**config.mk**
```make
export PLATFORM = sky130hd
export DESIGN_NAME = iefl_core
export DESIGN_NICKNAME = d
export VERILOG_FILES = /design/src/logic/iefl_pkg.sv /design/src/logic/iefl_core.sv
export SDC_FILE = /design/constraint.sdc
export NUM_CORES = 1
export LEC_CHECK = 0
export BUFFER_PORTS_ARGS = -buffer_cell sky130_fd_sc_hd__buf_2
export CAP_MARGIN = 5
export CORE_UTILIZATION = 30
export DETAILED_ROUTE_END_ITERATION = 8
export GPL_TIMING_DRIVEN = 0
export PLACE_DENSITY = 0.62
export SLEW_MARGIN = 10
export SYNTH_ARGS = -nofsm -noshare
export SYNTH_HDL_FRONTEND = slang
export SYNTH_SLANG_ARGS = --single-unit
```
**constraint.sdc**
```tcl
create_clock -name i_clk -period 4.1 [get_ports i_clk]
set_input_delay 0.205 -clock i_clk [delete_from_list [all_inputs] [get_ports i_clk]]
set_output_delay 0.205 -clock i_clk [all_outputs]
set_load 0.01 [all_outputs]
```
**src/logic/iefl_pkg.sv**
```systemverilog
package iefl_pkg;

  localparam int AW = 12;
  localparam int DW = 32;
  localparam int RW = 8;

  // Register indices; byte address is four times the index.
  localparam logic [9:0] IDX_INTCTL_B0 = 10'h00b;
  localparam logic [9:0] IDX_INTCTL_B1 = 10'h08b;
  localparam logic [9:0] IDX_INTCTL_B2 = 10'h10b;
  localparam logic [9:0] IDX_INTCTL_B3 = 10'h18b;
  localparam logic [9:0] IDX_PFLAGS2   = 10'h00d;
  localparam logic [9:0] IDX_PORT_B    = 10'h006;
  localparam logic [9:0] IDX_PENABLE2  = 10'h020;
  localparam logic [9:0] IDX_EVT_STAT  = 10'h021;
  localparam logic [9:0] IDX_EVT_CLR   = 10'h022;
  localparam logic [9:0] IDX_EVT_EN    = 10'h023;

  // Interrupt control bit positions.
  localparam int B_GLOBAL_EN = 7;
  localparam int B_PERIPH_EN = 6;
  localparam int B_TOIE      = 5;
  localparam int B_EXIE      = 4;
  localparam int B_PCIE      = 3;
  localparam int B_TOF       = 2;
  localparam int B_EXF       = 1;
  localparam int B_PCF       = 0;

  // Peripheral flag register 2 bit positions and implemented mask.
  localparam int B_OSF = 7;
  localparam int B_CMF = 6;
  localparam int B_NVF = 4;
  localparam logic [RW-1:0] PF2_MASK = 8'hd0;

  // Event status bit positions.
  localparam int E_TO  = 0;
  localparam int E_EX  = 1;
  localparam int E_PC  = 2;
  localparam int E_OSC = 3;
  localparam int E_CMP = 4;
  localparam int E_NV  = 5;
  localparam int NEVT  = 6;

  localparam logic [RW-1:0]   INTCTL_RST = 8'h00;
  localparam logic [RW-1:0]   PF2_RST    = 8'h00;
  localparam logic [RW-1:0]   PE2_RST    = 8'h00;
  localparam logic [NEVT-1:0] EVT_RST    = 6'h00;
  localparam logic [3:0]      PINS_RST   = 4'h0;

  typedef struct packed {
    logic          psel;
    logic          penable;
    logic          pwrite;
    logic [AW-1:0] paddr;
    logic [DW-1:0] pwdata;
  } iefl_apb_req_t;

  typedef struct packed {
    logic          pready;
    logic          pslverr;
    logic [DW-1:0] prdata;
  } iefl_apb_rsp_t;

endpackage
```
**src/logic/iefl_core.sv**
```systemverilog
// Our own choice: the APB interface to the registers.
`timescale 1ns/100ps

module iefl_core
  import iefl_pkg::*;
(
  input  wire logic          i_clk,
  input  wire logic          i_rst,
  input  wire iefl_apb_req_t i_apb,
  output iefl_apb_rsp_t      o_apb,
  input  wire logic          i_timer_overflow,
  input  wire logic          i_ext_interrupt_pin,
  input  wire logic [3:0]    i_upper_port_pins,
  input  wire logic          i_osc_fail,
  input  wire logic          i_comparator_change,
  input  wire logic          i_nv_write_done,
  output logic               o_irq_req,
  output logic               o_evt_irq
);

  function automatic logic hit(input logic [AW-1:0] a, input logic [9:0] idx);
    hit = (a == {idx, 2'b00});
  endfunction

  logic [RW-1:0]   intctl_r;
  logic [RW-1:0]   pf2_r;
  logic [RW-1:0]   pe2_r;
  logic [NEVT-1:0] evt_stat_r;
  logic [NEVT-1:0] evt_en_r;
  logic [3:0]      pins_s1_r;
  logic [3:0]      pins_s2_r;
  logic [3:0]      last_read_r;
  logic            seeded_r;
  logic            ext_s1_r;
  logic            ext_s2_r;
  logic            ext_s3_r;
  iefl_apb_rsp_t   rsp_r;
  logic            irq_req_r;
  logic            evt_irq_r;

  logic            acc;
  logic            wr_fire;
  logic            rd_fire;
  logic            sel_intctl;
  logic            sel_pf2;
  logic            sel_port_b;
  logic            sel_pe2;
  logic            sel_stat;
  logic            sel_clr;
  logic            sel_en;
  logic            mapped;
  logic            mismatch;
  logic            ext_edge;
  logic [RW-1:0]   wdat;
  logic [NEVT-1:0] evt;
  logic [RW-1:0]   intctl_nxt;
  logic [RW-1:0]   pf2_nxt;
  logic [DW-1:0]   rdata;

  // Bus decode; the answer comes one cycle into the access phase.
  assign acc        = i_apb.psel & i_apb.penable & ~rsp_r.pready;
  assign wr_fire    = i_apb.psel & i_apb.penable & rsp_r.pready & i_apb.pwrite;
  assign rd_fire    = i_apb.psel & i_apb.penable & rsp_r.pready & ~i_apb.pwrite;
  assign sel_intctl = hit(i_apb.paddr, IDX_INTCTL_B0) | hit(i_apb.paddr, IDX_INTCTL_B1)
                    | hit(i_apb.paddr, IDX_INTCTL_B2) | hit(i_apb.paddr, IDX_INTCTL_B3);
  assign sel_pf2    = hit(i_apb.paddr, IDX_PFLAGS2);
  assign sel_port_b = hit(i_apb.paddr, IDX_PORT_B);
  assign sel_pe2    = hit(i_apb.paddr, IDX_PENABLE2);
  assign sel_stat   = hit(i_apb.paddr, IDX_EVT_STAT);
  assign sel_clr    = hit(i_apb.paddr, IDX_EVT_CLR);
  assign sel_en     = hit(i_apb.paddr, IDX_EVT_EN);
  assign mapped     = sel_intctl | sel_pf2 | sel_port_b | sel_pe2 | sel_stat | sel_clr | sel_en;
  assign wdat       = i_apb.pwdata[RW-1:0];

  // Event detection on synchronised pins.
  assign mismatch = seeded_r & (pins_s2_r != last_read_r);
  assign ext_edge = ext_s2_r & ~ext_s3_r;

  always_comb begin
    evt        = '0;
    evt[E_TO]  = i_timer_overflow;
    evt[E_EX]  = ext_edge;
    evt[E_PC]  = mismatch;
    evt[E_OSC] = i_osc_fail;
    evt[E_CMP] = i_comparator_change;
    evt[E_NV]  = i_nv_write_done;
  end

  // Flag update: a written value first, then hardware sets on top.
  always_comb begin
    intctl_nxt = intctl_r;
    if (wr_fire && sel_intctl) begin
      intctl_nxt = wdat;
    end
    intctl_nxt[B_TOF] = intctl_nxt[B_TOF] | evt[E_TO];
    intctl_nxt[B_EXF] = intctl_nxt[B_EXF] | evt[E_EX];
    intctl_nxt[B_PCF] = intctl_nxt[B_PCF] | evt[E_PC];
  end

  always_comb begin
    pf2_nxt = pf2_r;
    if (wr_fire && sel_pf2) begin
      pf2_nxt = wdat & PF2_MASK;
    end
    pf2_nxt[B_OSF] = pf2_nxt[B_OSF] | evt[E_OSC];
    pf2_nxt[B_CMF] = pf2_nxt[B_CMF] | evt[E_CMP];
    pf2_nxt[B_NVF] = pf2_nxt[B_NVF] | evt[E_NV];
  end

  always_ff @(posedge i_clk) begin
    if (i_rst) begin
      intctl_r <= INTCTL_RST;
      pf2_r    <= PF2_RST;
    end else begin
      intctl_r <= intctl_nxt;
      pf2_r    <= pf2_nxt;
    end
  end

  always_ff @(posedge i_clk) begin
    if (i_rst) begin
      pe2_r <= PE2_RST;
    end else if (wr_fire && sel_pe2) begin
      pe2_r <= wdat & PF2_MASK;
    end
  end

  // Pin synchronisers.
  always_ff @(posedge i_clk) begin
    if (i_rst) begin
      pins_s1_r <= PINS_RST;
      pins_s2_r <= PINS_RST;
      ext_s1_r  <= 1'b0;
      ext_s2_r  <= 1'b0;
      ext_s3_r  <= 1'b0;
    end else begin
      pins_s1_r <= i_upper_port_pins;
      pins_s2_r <= pins_s1_r;
      ext_s1_r  <= i_ext_interrupt_pin;
      ext_s2_r  <= ext_s1_r;
      ext_s3_r  <= ext_s2_r;
    end
  end

  // Last read port value; seeded once after reset, then on each port read.
  always_ff @(posedge i_clk) begin
    if (i_rst) begin
      last_read_r <= PINS_RST;
      seeded_r    <= 1'b0;
    end else if (!seeded_r || (rd_fire && sel_port_b)) begin
      last_read_r <= pins_s2_r;
      seeded_r    <= 1'b1;
    end
  end

  // Event status, write-one-to-clear with set winning, and its enable.
  always_ff @(posedge i_clk) begin
    if (i_rst) begin
      evt_stat_r <= EVT_RST;
    end else if (wr_fire && sel_clr) begin
      evt_stat_r <= (evt_stat_r & ~wdat[NEVT-1:0]) | evt;
    end else begin
      evt_stat_r <= evt_stat_r | evt;
    end
  end

  always_ff @(posedge i_clk) begin
    if (i_rst) begin
      evt_en_r <= EVT_RST;
    end else if (wr_fire && sel_en) begin
      evt_en_r <= wdat[NEVT-1:0];
    end
  end

  // Read mux.
  always_comb begin
    rdata = '0;
    unique case (1'b1)
      sel_intctl: rdata[RW-1:0] = intctl_r;
      sel_pf2:    rdata[RW-1:0] = pf2_r & PF2_MASK;
      sel_port_b: rdata[3:0]    = pins_s2_r;
      sel_pe2:    rdata[RW-1:0] = pe2_r;
      sel_stat:   rdata[NEVT-1:0] = evt_stat_r;
      default:    rdata = '0;
    endcase
  end

  always_ff @(posedge i_clk) begin
    if (i_rst) begin
      rsp_r <= '0;
    end else begin
      rsp_r.pready  <= acc;
      rsp_r.pslverr <= acc & ~mapped;
      rsp_r.prdata  <= (acc && !i_apb.pwrite) ? rdata : '0;
    end
  end

  // Combined request to the core.
  always_ff @(posedge i_clk) begin
    if (i_rst) begin
      irq_req_r <= 1'b0;
    end else begin
      irq_req_r <= intctl_r[B_GLOBAL_EN] & (
                   (intctl_r[B_TOIE] & intctl_r[B_TOF]) |
                   (intctl_r[B_EXIE] & intctl_r[B_EXF]) |
                   (intctl_r[B_PCIE] & intctl_r[B_PCF]) |
                   (intctl_r[B_PERIPH_EN] & (|(pf2_r & pe2_r & PF2_MASK))));
    end
  end

  always_ff @(posedge i_clk) begin
    if (i_rst) begin
      evt_irq_r <= 1'b0;
    end else begin
      evt_irq_r <= |(evt_stat_r & evt_en_r);
    end
  end

  assign o_apb     = rsp_r;
  assign o_irq_req = irq_req_r;
  assign o_evt_irq = evt_irq_r;

  a_global_gate: assert property (@(posedge i_clk) disable iff (i_rst)
    !intctl_r[B_GLOBAL_EN] |=> !o_irq_req)
    else $error("request raised with global enable low");

  a_periph_gate: assert property (@(posedge i_clk) disable iff (i_rst)
    (!intctl_r[B_PERIPH_EN] && !(intctl_r[B_TOIE] && intctl_r[B_TOF])
      && !(intctl_r[B_EXIE] && intctl_r[B_EXF]) && !(intctl_r[B_PCIE] && intctl_r[B_PCF]))
      |=> !o_irq_req)
    else $error("peripheral request passed with peripheral enable low");

  a_timer_req: assert property (@(posedge i_clk) disable iff (i_rst)
    (intctl_r[B_GLOBAL_EN] && intctl_r[B_TOIE] && intctl_r[B_TOF]) |=> o_irq_req)
    else $error("timer request missing");

  a_ext_req: assert property (@(posedge i_clk) disable iff (i_rst)
    (intctl_r[B_GLOBAL_EN] && intctl_r[B_EXIE] && intctl_r[B_EXF]) |=> o_irq_req)
    else $error("external request missing");

  a_port_req: assert property (@(posedge i_clk) disable iff (i_rst)
    (intctl_r[B_GLOBAL_EN] && intctl_r[B_PCIE] && intctl_r[B_PCF]) |=> o_irq_req)
    else $error("port change request missing");

  a_timer_flag: assert property (@(posedge i_clk) disable iff (i_rst)
    i_timer_overflow |=> intctl_r[B_TOF])
    else $error("timer flag not set");

  a_ext_flag: assert property (@(posedge i_clk) disable iff (i_rst)
    $rose(ext_s2_r) |=> intctl_r[B_EXF])
    else $error("external flag not set after pin edge");

  a_port_mismatch: assert property (@(posedge i_clk) disable iff (i_rst)
    mismatch |=> intctl_r[B_PCF])
    else $error("port flag not held during mismatch");

  a_flag_sticky: assert property (@(posedge i_clk) disable iff (i_rst)
    (intctl_r[B_TOF] && !(wr_fire && sel_intctl)) |=> intctl_r[B_TOF])
    else $error("timer flag dropped without software write");

  a_osc_flag: assert property (@(posedge i_clk) disable iff (i_rst)
    i_osc_fail |=> pf2_r[B_OSF])
    else $error("oscillator fail flag not set");

  a_cmp_flag: assert property (@(posedge i_clk) disable iff (i_rst)
    i_comparator_change |=> pf2_r[B_CMF])
    else $error("comparator flag not set");

  a_nv_flag: assert property (@(posedge i_clk) disable iff (i_rst)
    i_nv_write_done |=> pf2_r[B_NVF])
    else $error("write done flag not set");

  a_pf2_unused: assert property (@(posedge i_clk) disable iff (i_rst)
    (pf2_r & ~PF2_MASK) == '0)
    else $error("unimplemented flag bit set");

  a_mirror_write: assert property (@(posedge i_clk) disable iff (i_rst)
    (wr_fire && hit(i_apb.paddr, IDX_INTCTL_B2))
      |=> intctl_r[B_GLOBAL_EN] == $past(wdat[B_GLOBAL_EN]))
    else $error("mirror write did not reach control register");

  a_set_wins: assert property (@(posedge i_clk) disable iff (i_rst)
    (wr_fire && sel_pf2 && i_nv_write_done) |=> pf2_r[B_NVF])
    else $error("event lost against software clear");

  a_apb_answer: assert property (@(posedge i_clk) disable iff (i_rst)
    (i_apb.psel && i_apb.penable && !o_apb.pready) |=> o_apb.pready)
    else $error("access not answered in one cycle");

  a_periph_req: assert property (@(posedge i_clk) disable iff (i_rst)
    (intctl_r[B_GLOBAL_EN] && intctl_r[B_PERIPH_EN] && (|(pf2_r & pe2_r & PF2_MASK)))
      |=> o_irq_req)
    else $error("peripheral request missing");

  a_evt_irq_level: assert property (@(posedge i_clk) disable iff (i_rst)
    (|(evt_stat_r & evt_en_r)) |=> o_evt_irq)
    else $error("event interrupt missing");

  a_evt_irq_quiet: assert property (@(posedge i_clk) disable iff (i_rst)
    (!(|(evt_stat_r & evt_en_r))) |=> !o_evt_irq)
    else $error("event interrupt raised with nothing enabled");

  a_port_read_ends: assert property (@(posedge i_clk) disable iff (i_rst)
    (rd_fire && sel_port_b) |=> (last_read_r == $past(pins_s2_r)))
    else $error("port read did not end the mismatch");

  a_apb_refuse: assert property (@(posedge i_clk) disable iff (i_rst)
    (i_apb.psel && i_apb.penable && !o_apb.pready && !mapped) |=> o_apb.pslverr)
    else $error("unmapped access not refused");

  a_write_rdata: assert property (@(posedge i_clk) disable iff (i_rst)
    (i_apb.psel && i_apb.penable && !o_apb.pready && i_apb.pwrite) |=> (o_apb.prdata == '0))
    else $error("read data not zero on a write");

  c_timer_irq: cover property (@(posedge i_clk) disable iff (i_rst)
    i_timer_overflow ##1 1'b1 ##1 o_irq_req);

  c_periph_irq: cover property (@(posedge i_clk) disable iff (i_rst)
    pf2_r[B_CMF] && o_irq_req);

  c_port_read: cover property (@(posedge i_clk) disable iff (i_rst)
    mismatch ##1 (rd_fire && sel_port_b));

  c_evt_irq: cover property (@(posedge i_clk) disable iff (i_rst)
    o_evt_irq ##[1:20] (wr_fire && sel_clr));

  c_set_wins: cover property (@(posedge i_clk) disable iff (i_rst)
    wr_fire && sel_pf2 && i_nv_write_done);

endmodule

```
==> metrics.txt <==
top cell type's share of synthesized area=43.2%; number of warnings reported in the yosys synthesis log=0; ranking of synthesized cells by instance count=54 x dfxtp_1, 24 x buf_4, 17 x nand2_1; cells taking the most area after synthesis=dfxtp_1 43%, buf_4 7.2%, mux2i_1 6.4%, nor3_1 2.8%, nor2b_1 2.7%; number of setup violations in the final report=0; clock latency on the worst-skew pair=0.32 ns; share of layout cells above drive strength 1=25.9%; number of vias per cell after detailed routing=4.79; via count of the first global-routing pass=2,018; sum of overflow across all layers after global routing=0; length of the first detailed-routing pass in iterations=4; Clock Skew=0.00986 ns; Post-Synthesis Cells=270; initial core utilization=31.7%; Area growth syn-to-layout=20.7%; Required @ worst endpoint=4.37 ns; combined flip-flop and latch cell area=0.00108 sq mm; diode insertion count for antenna repair=0; cell area power density=321 mW/mm^2; fin crit period=1.84 ns; cell with the most instances after synthesis=dfxtp_1; placeable core region=0.00789 sq mm; Post-synth ARST share=0%; First DRT Iteration DRCs=78; routed vias=2,132; startpoint type of the worst setup path=register; chip width=93.4 um; Leakage Power=1.28 nW; number of distinct standard cells referenced by the synthesized netlist=48; post-detail-place hpwl=4.52 mm; Setup Buffers After CTS=0; remaining max-slew budget at the tightest pin=58.8%; Max Cap Viol=0; status=completed; worst slew pin tran=0.617 ns; CP Max Fanout=10; maximum clock frequency=543 MHz; # fillers=823; library cell occupying the most area in the post-synthesis netlist=dfxtp_1; detailed-route wire length=5.88 mm; overall die height=93.4 um; clock tree from TritonCTS=done; number of antenna violations at the first check in global routing=0; PostCTS Resize Cnt=0; Clock Pin Slew Worst Setup and Hold Paths=0.10 ns; H-Tree Level Count=2; I/O pins=94; Worst IR Drop VDD=143 uV; hold buffers post-CTS=0; kind of end point of the critical path=register; multi-input logic area=0.00122 sq mm; number of synthesized register bits=54; unrepaired setup endpoints after global routing=no; maximum cell stage delay along the critical path=0.62 ns; Die Footprint=0.00872 sq mm; clock root cell=clkbuf_8; cells along the critical path=or4_1 > clkbuf_1 > nor4_1 > a221o_1; minimum setup slack among reg-to-reg paths=2.26 ns; IO buf count=42; arrival time at the worst endpoint=2.11 ns; number of endpoints with negative hold slack in the final report=0; number of placement rows=32; crit share post-route=44.9%; post-route total power=0.970 mW; number of nets at the end of the flow=400; Buf+Inv Stages, Crit Path=1; path category of the worst min-delay check=primary input to register; top_reg_cell synth=dfxtp_1; Post-synth EDFFs=0; global-route wire length before repair=9.68 mm; DRC violation count after routing=0; number of buffers added by the clock tree synthesis step=5; Cell Area, Synth=0.00250 sq mm; Seq/Total Area, Yosys=43.2%; gpl congestion=0.806; pin count of the biggest net entering global routing=19; per-instance average area after synthesis=9.27 sq um; CP max-delay cell=or4_1; Tot GR Track Use=14.1%; Max Buffers Root-to-Sink=2; Largest delay share family, worst path=simple AND/OR/NAND/NOR gates; critical setup path kind=register to register; CTS Sinks=54; count of final max-slew check failures=0; post-detailed-route wirelength per cell=13.2 um; number of nets with antenna violations after routing=0; Sum Neg Setup Slack=0 ns
[per-stage QoR]
step                      util [%]  area (sq um)  setup WS, ns  cells  hold WS (ns)
final                         38.3          3020          2.26    445        0.0882
after global routing          38.3          3020          2.09    445         0.106
after CTS                     38.3          3020          2.26    445        0.0912
after detailed placement      37.1          2930          2.00    437         0.427
after global placement        37.1          2930          2.04    437         0.427
after floorplan                  -          2590          2.42    293         0.329
[metal layers]
layer	up-vias	part of all wire [%]	global-route usage [%]
met2	86	44	22.8
met1	966	46	18.2
met5	-	0	0
met3	9	8.3	2.93
met4	0	1.7	5.64
li1	1071	-	-
[layout by cell type, fill, tap and decap left out, types with 2 or more instances in the layout]
master,instances
inv_1,10
o221ai_1,5
buf_4,24
a22oi_1,3
o211ai_1,2
nor2_1,15
dfxtp_1,54
nor4_1,3
xnor2_1,4
a21oi_1,8
nor4b_1,4
buf_6,2
conb_1,24
mux2_2,4
buf_2,43
nand3_1,7
o21ai_0,6
nand2b_1,5
nor2b_1,11
clkbuf_1,6
buf_1,4
nand4_1,9
nand2_1,17
clkbuf_8,5
a221o_1,6
mux2i_1,16
and4b_1,2
a31oi_1,4
o41ai_1,2
a222oi_1,2
nor3_1,14
or4_1,2
[kinds of logic after synthesis]
| logic type | synth area share [%] |
|---|---|
| xor+xnor | 1.40 |
| compound gates | 11.9 |
| other cells | 0.150 |
| buf+inv | 11.6 |
| flops | 43.2 |
| simple gates | 23.5 |
| mux | 8.20 |
[power breakdown]
group / switching [mW] / total, mW / internal (mW)
logic: 0.0566 / 0.104 / 0.0475
clock network: 0.188 / 0.311 / 0.124
registers: 0.0127 / 0.554 / 0.542
total: 0.257 / 0.970 / 0.713
[path summary, 6_finish.rpt]
check | start | to | cells past startpoint
worst max-delay path | o_apb[33] | o_apb[7] | 4
worst min-delay path | i_upper_port_pins[0] | pins_s1_r[0] | 2
worst max register to register | o_apb[33] | o_apb[7] | 4
worst min register to register | pins_s1_r[0] | pins_s2_r[0] | 1
[layout make-up]
type | count | share of cell area (%)
Inverter | 11 | 1.37
Clock buffer | 5 | 2.28
Sequential cell | 54 | 35.8
Clock inverter | 3 | 0.828
Multi-Input combinational cell | 190 | 40.3
Timing Repair Buffer | 42 | 6.96
Tap cell | 102 | 4.22
Buffer | 38 | 8.28
[registers in the layout, summed over array words and instances, names as in the netlist, 3 cells and up]
signal and cells:
pe2_r 3, pins_s1_r 4, pins_s2_r 4, o_apb 10
pf2_r 3, evt_en_r 6, evt_stat_r 6, intctl_r 8
last_read_r 4
Power figures use the tool's default switching activity.
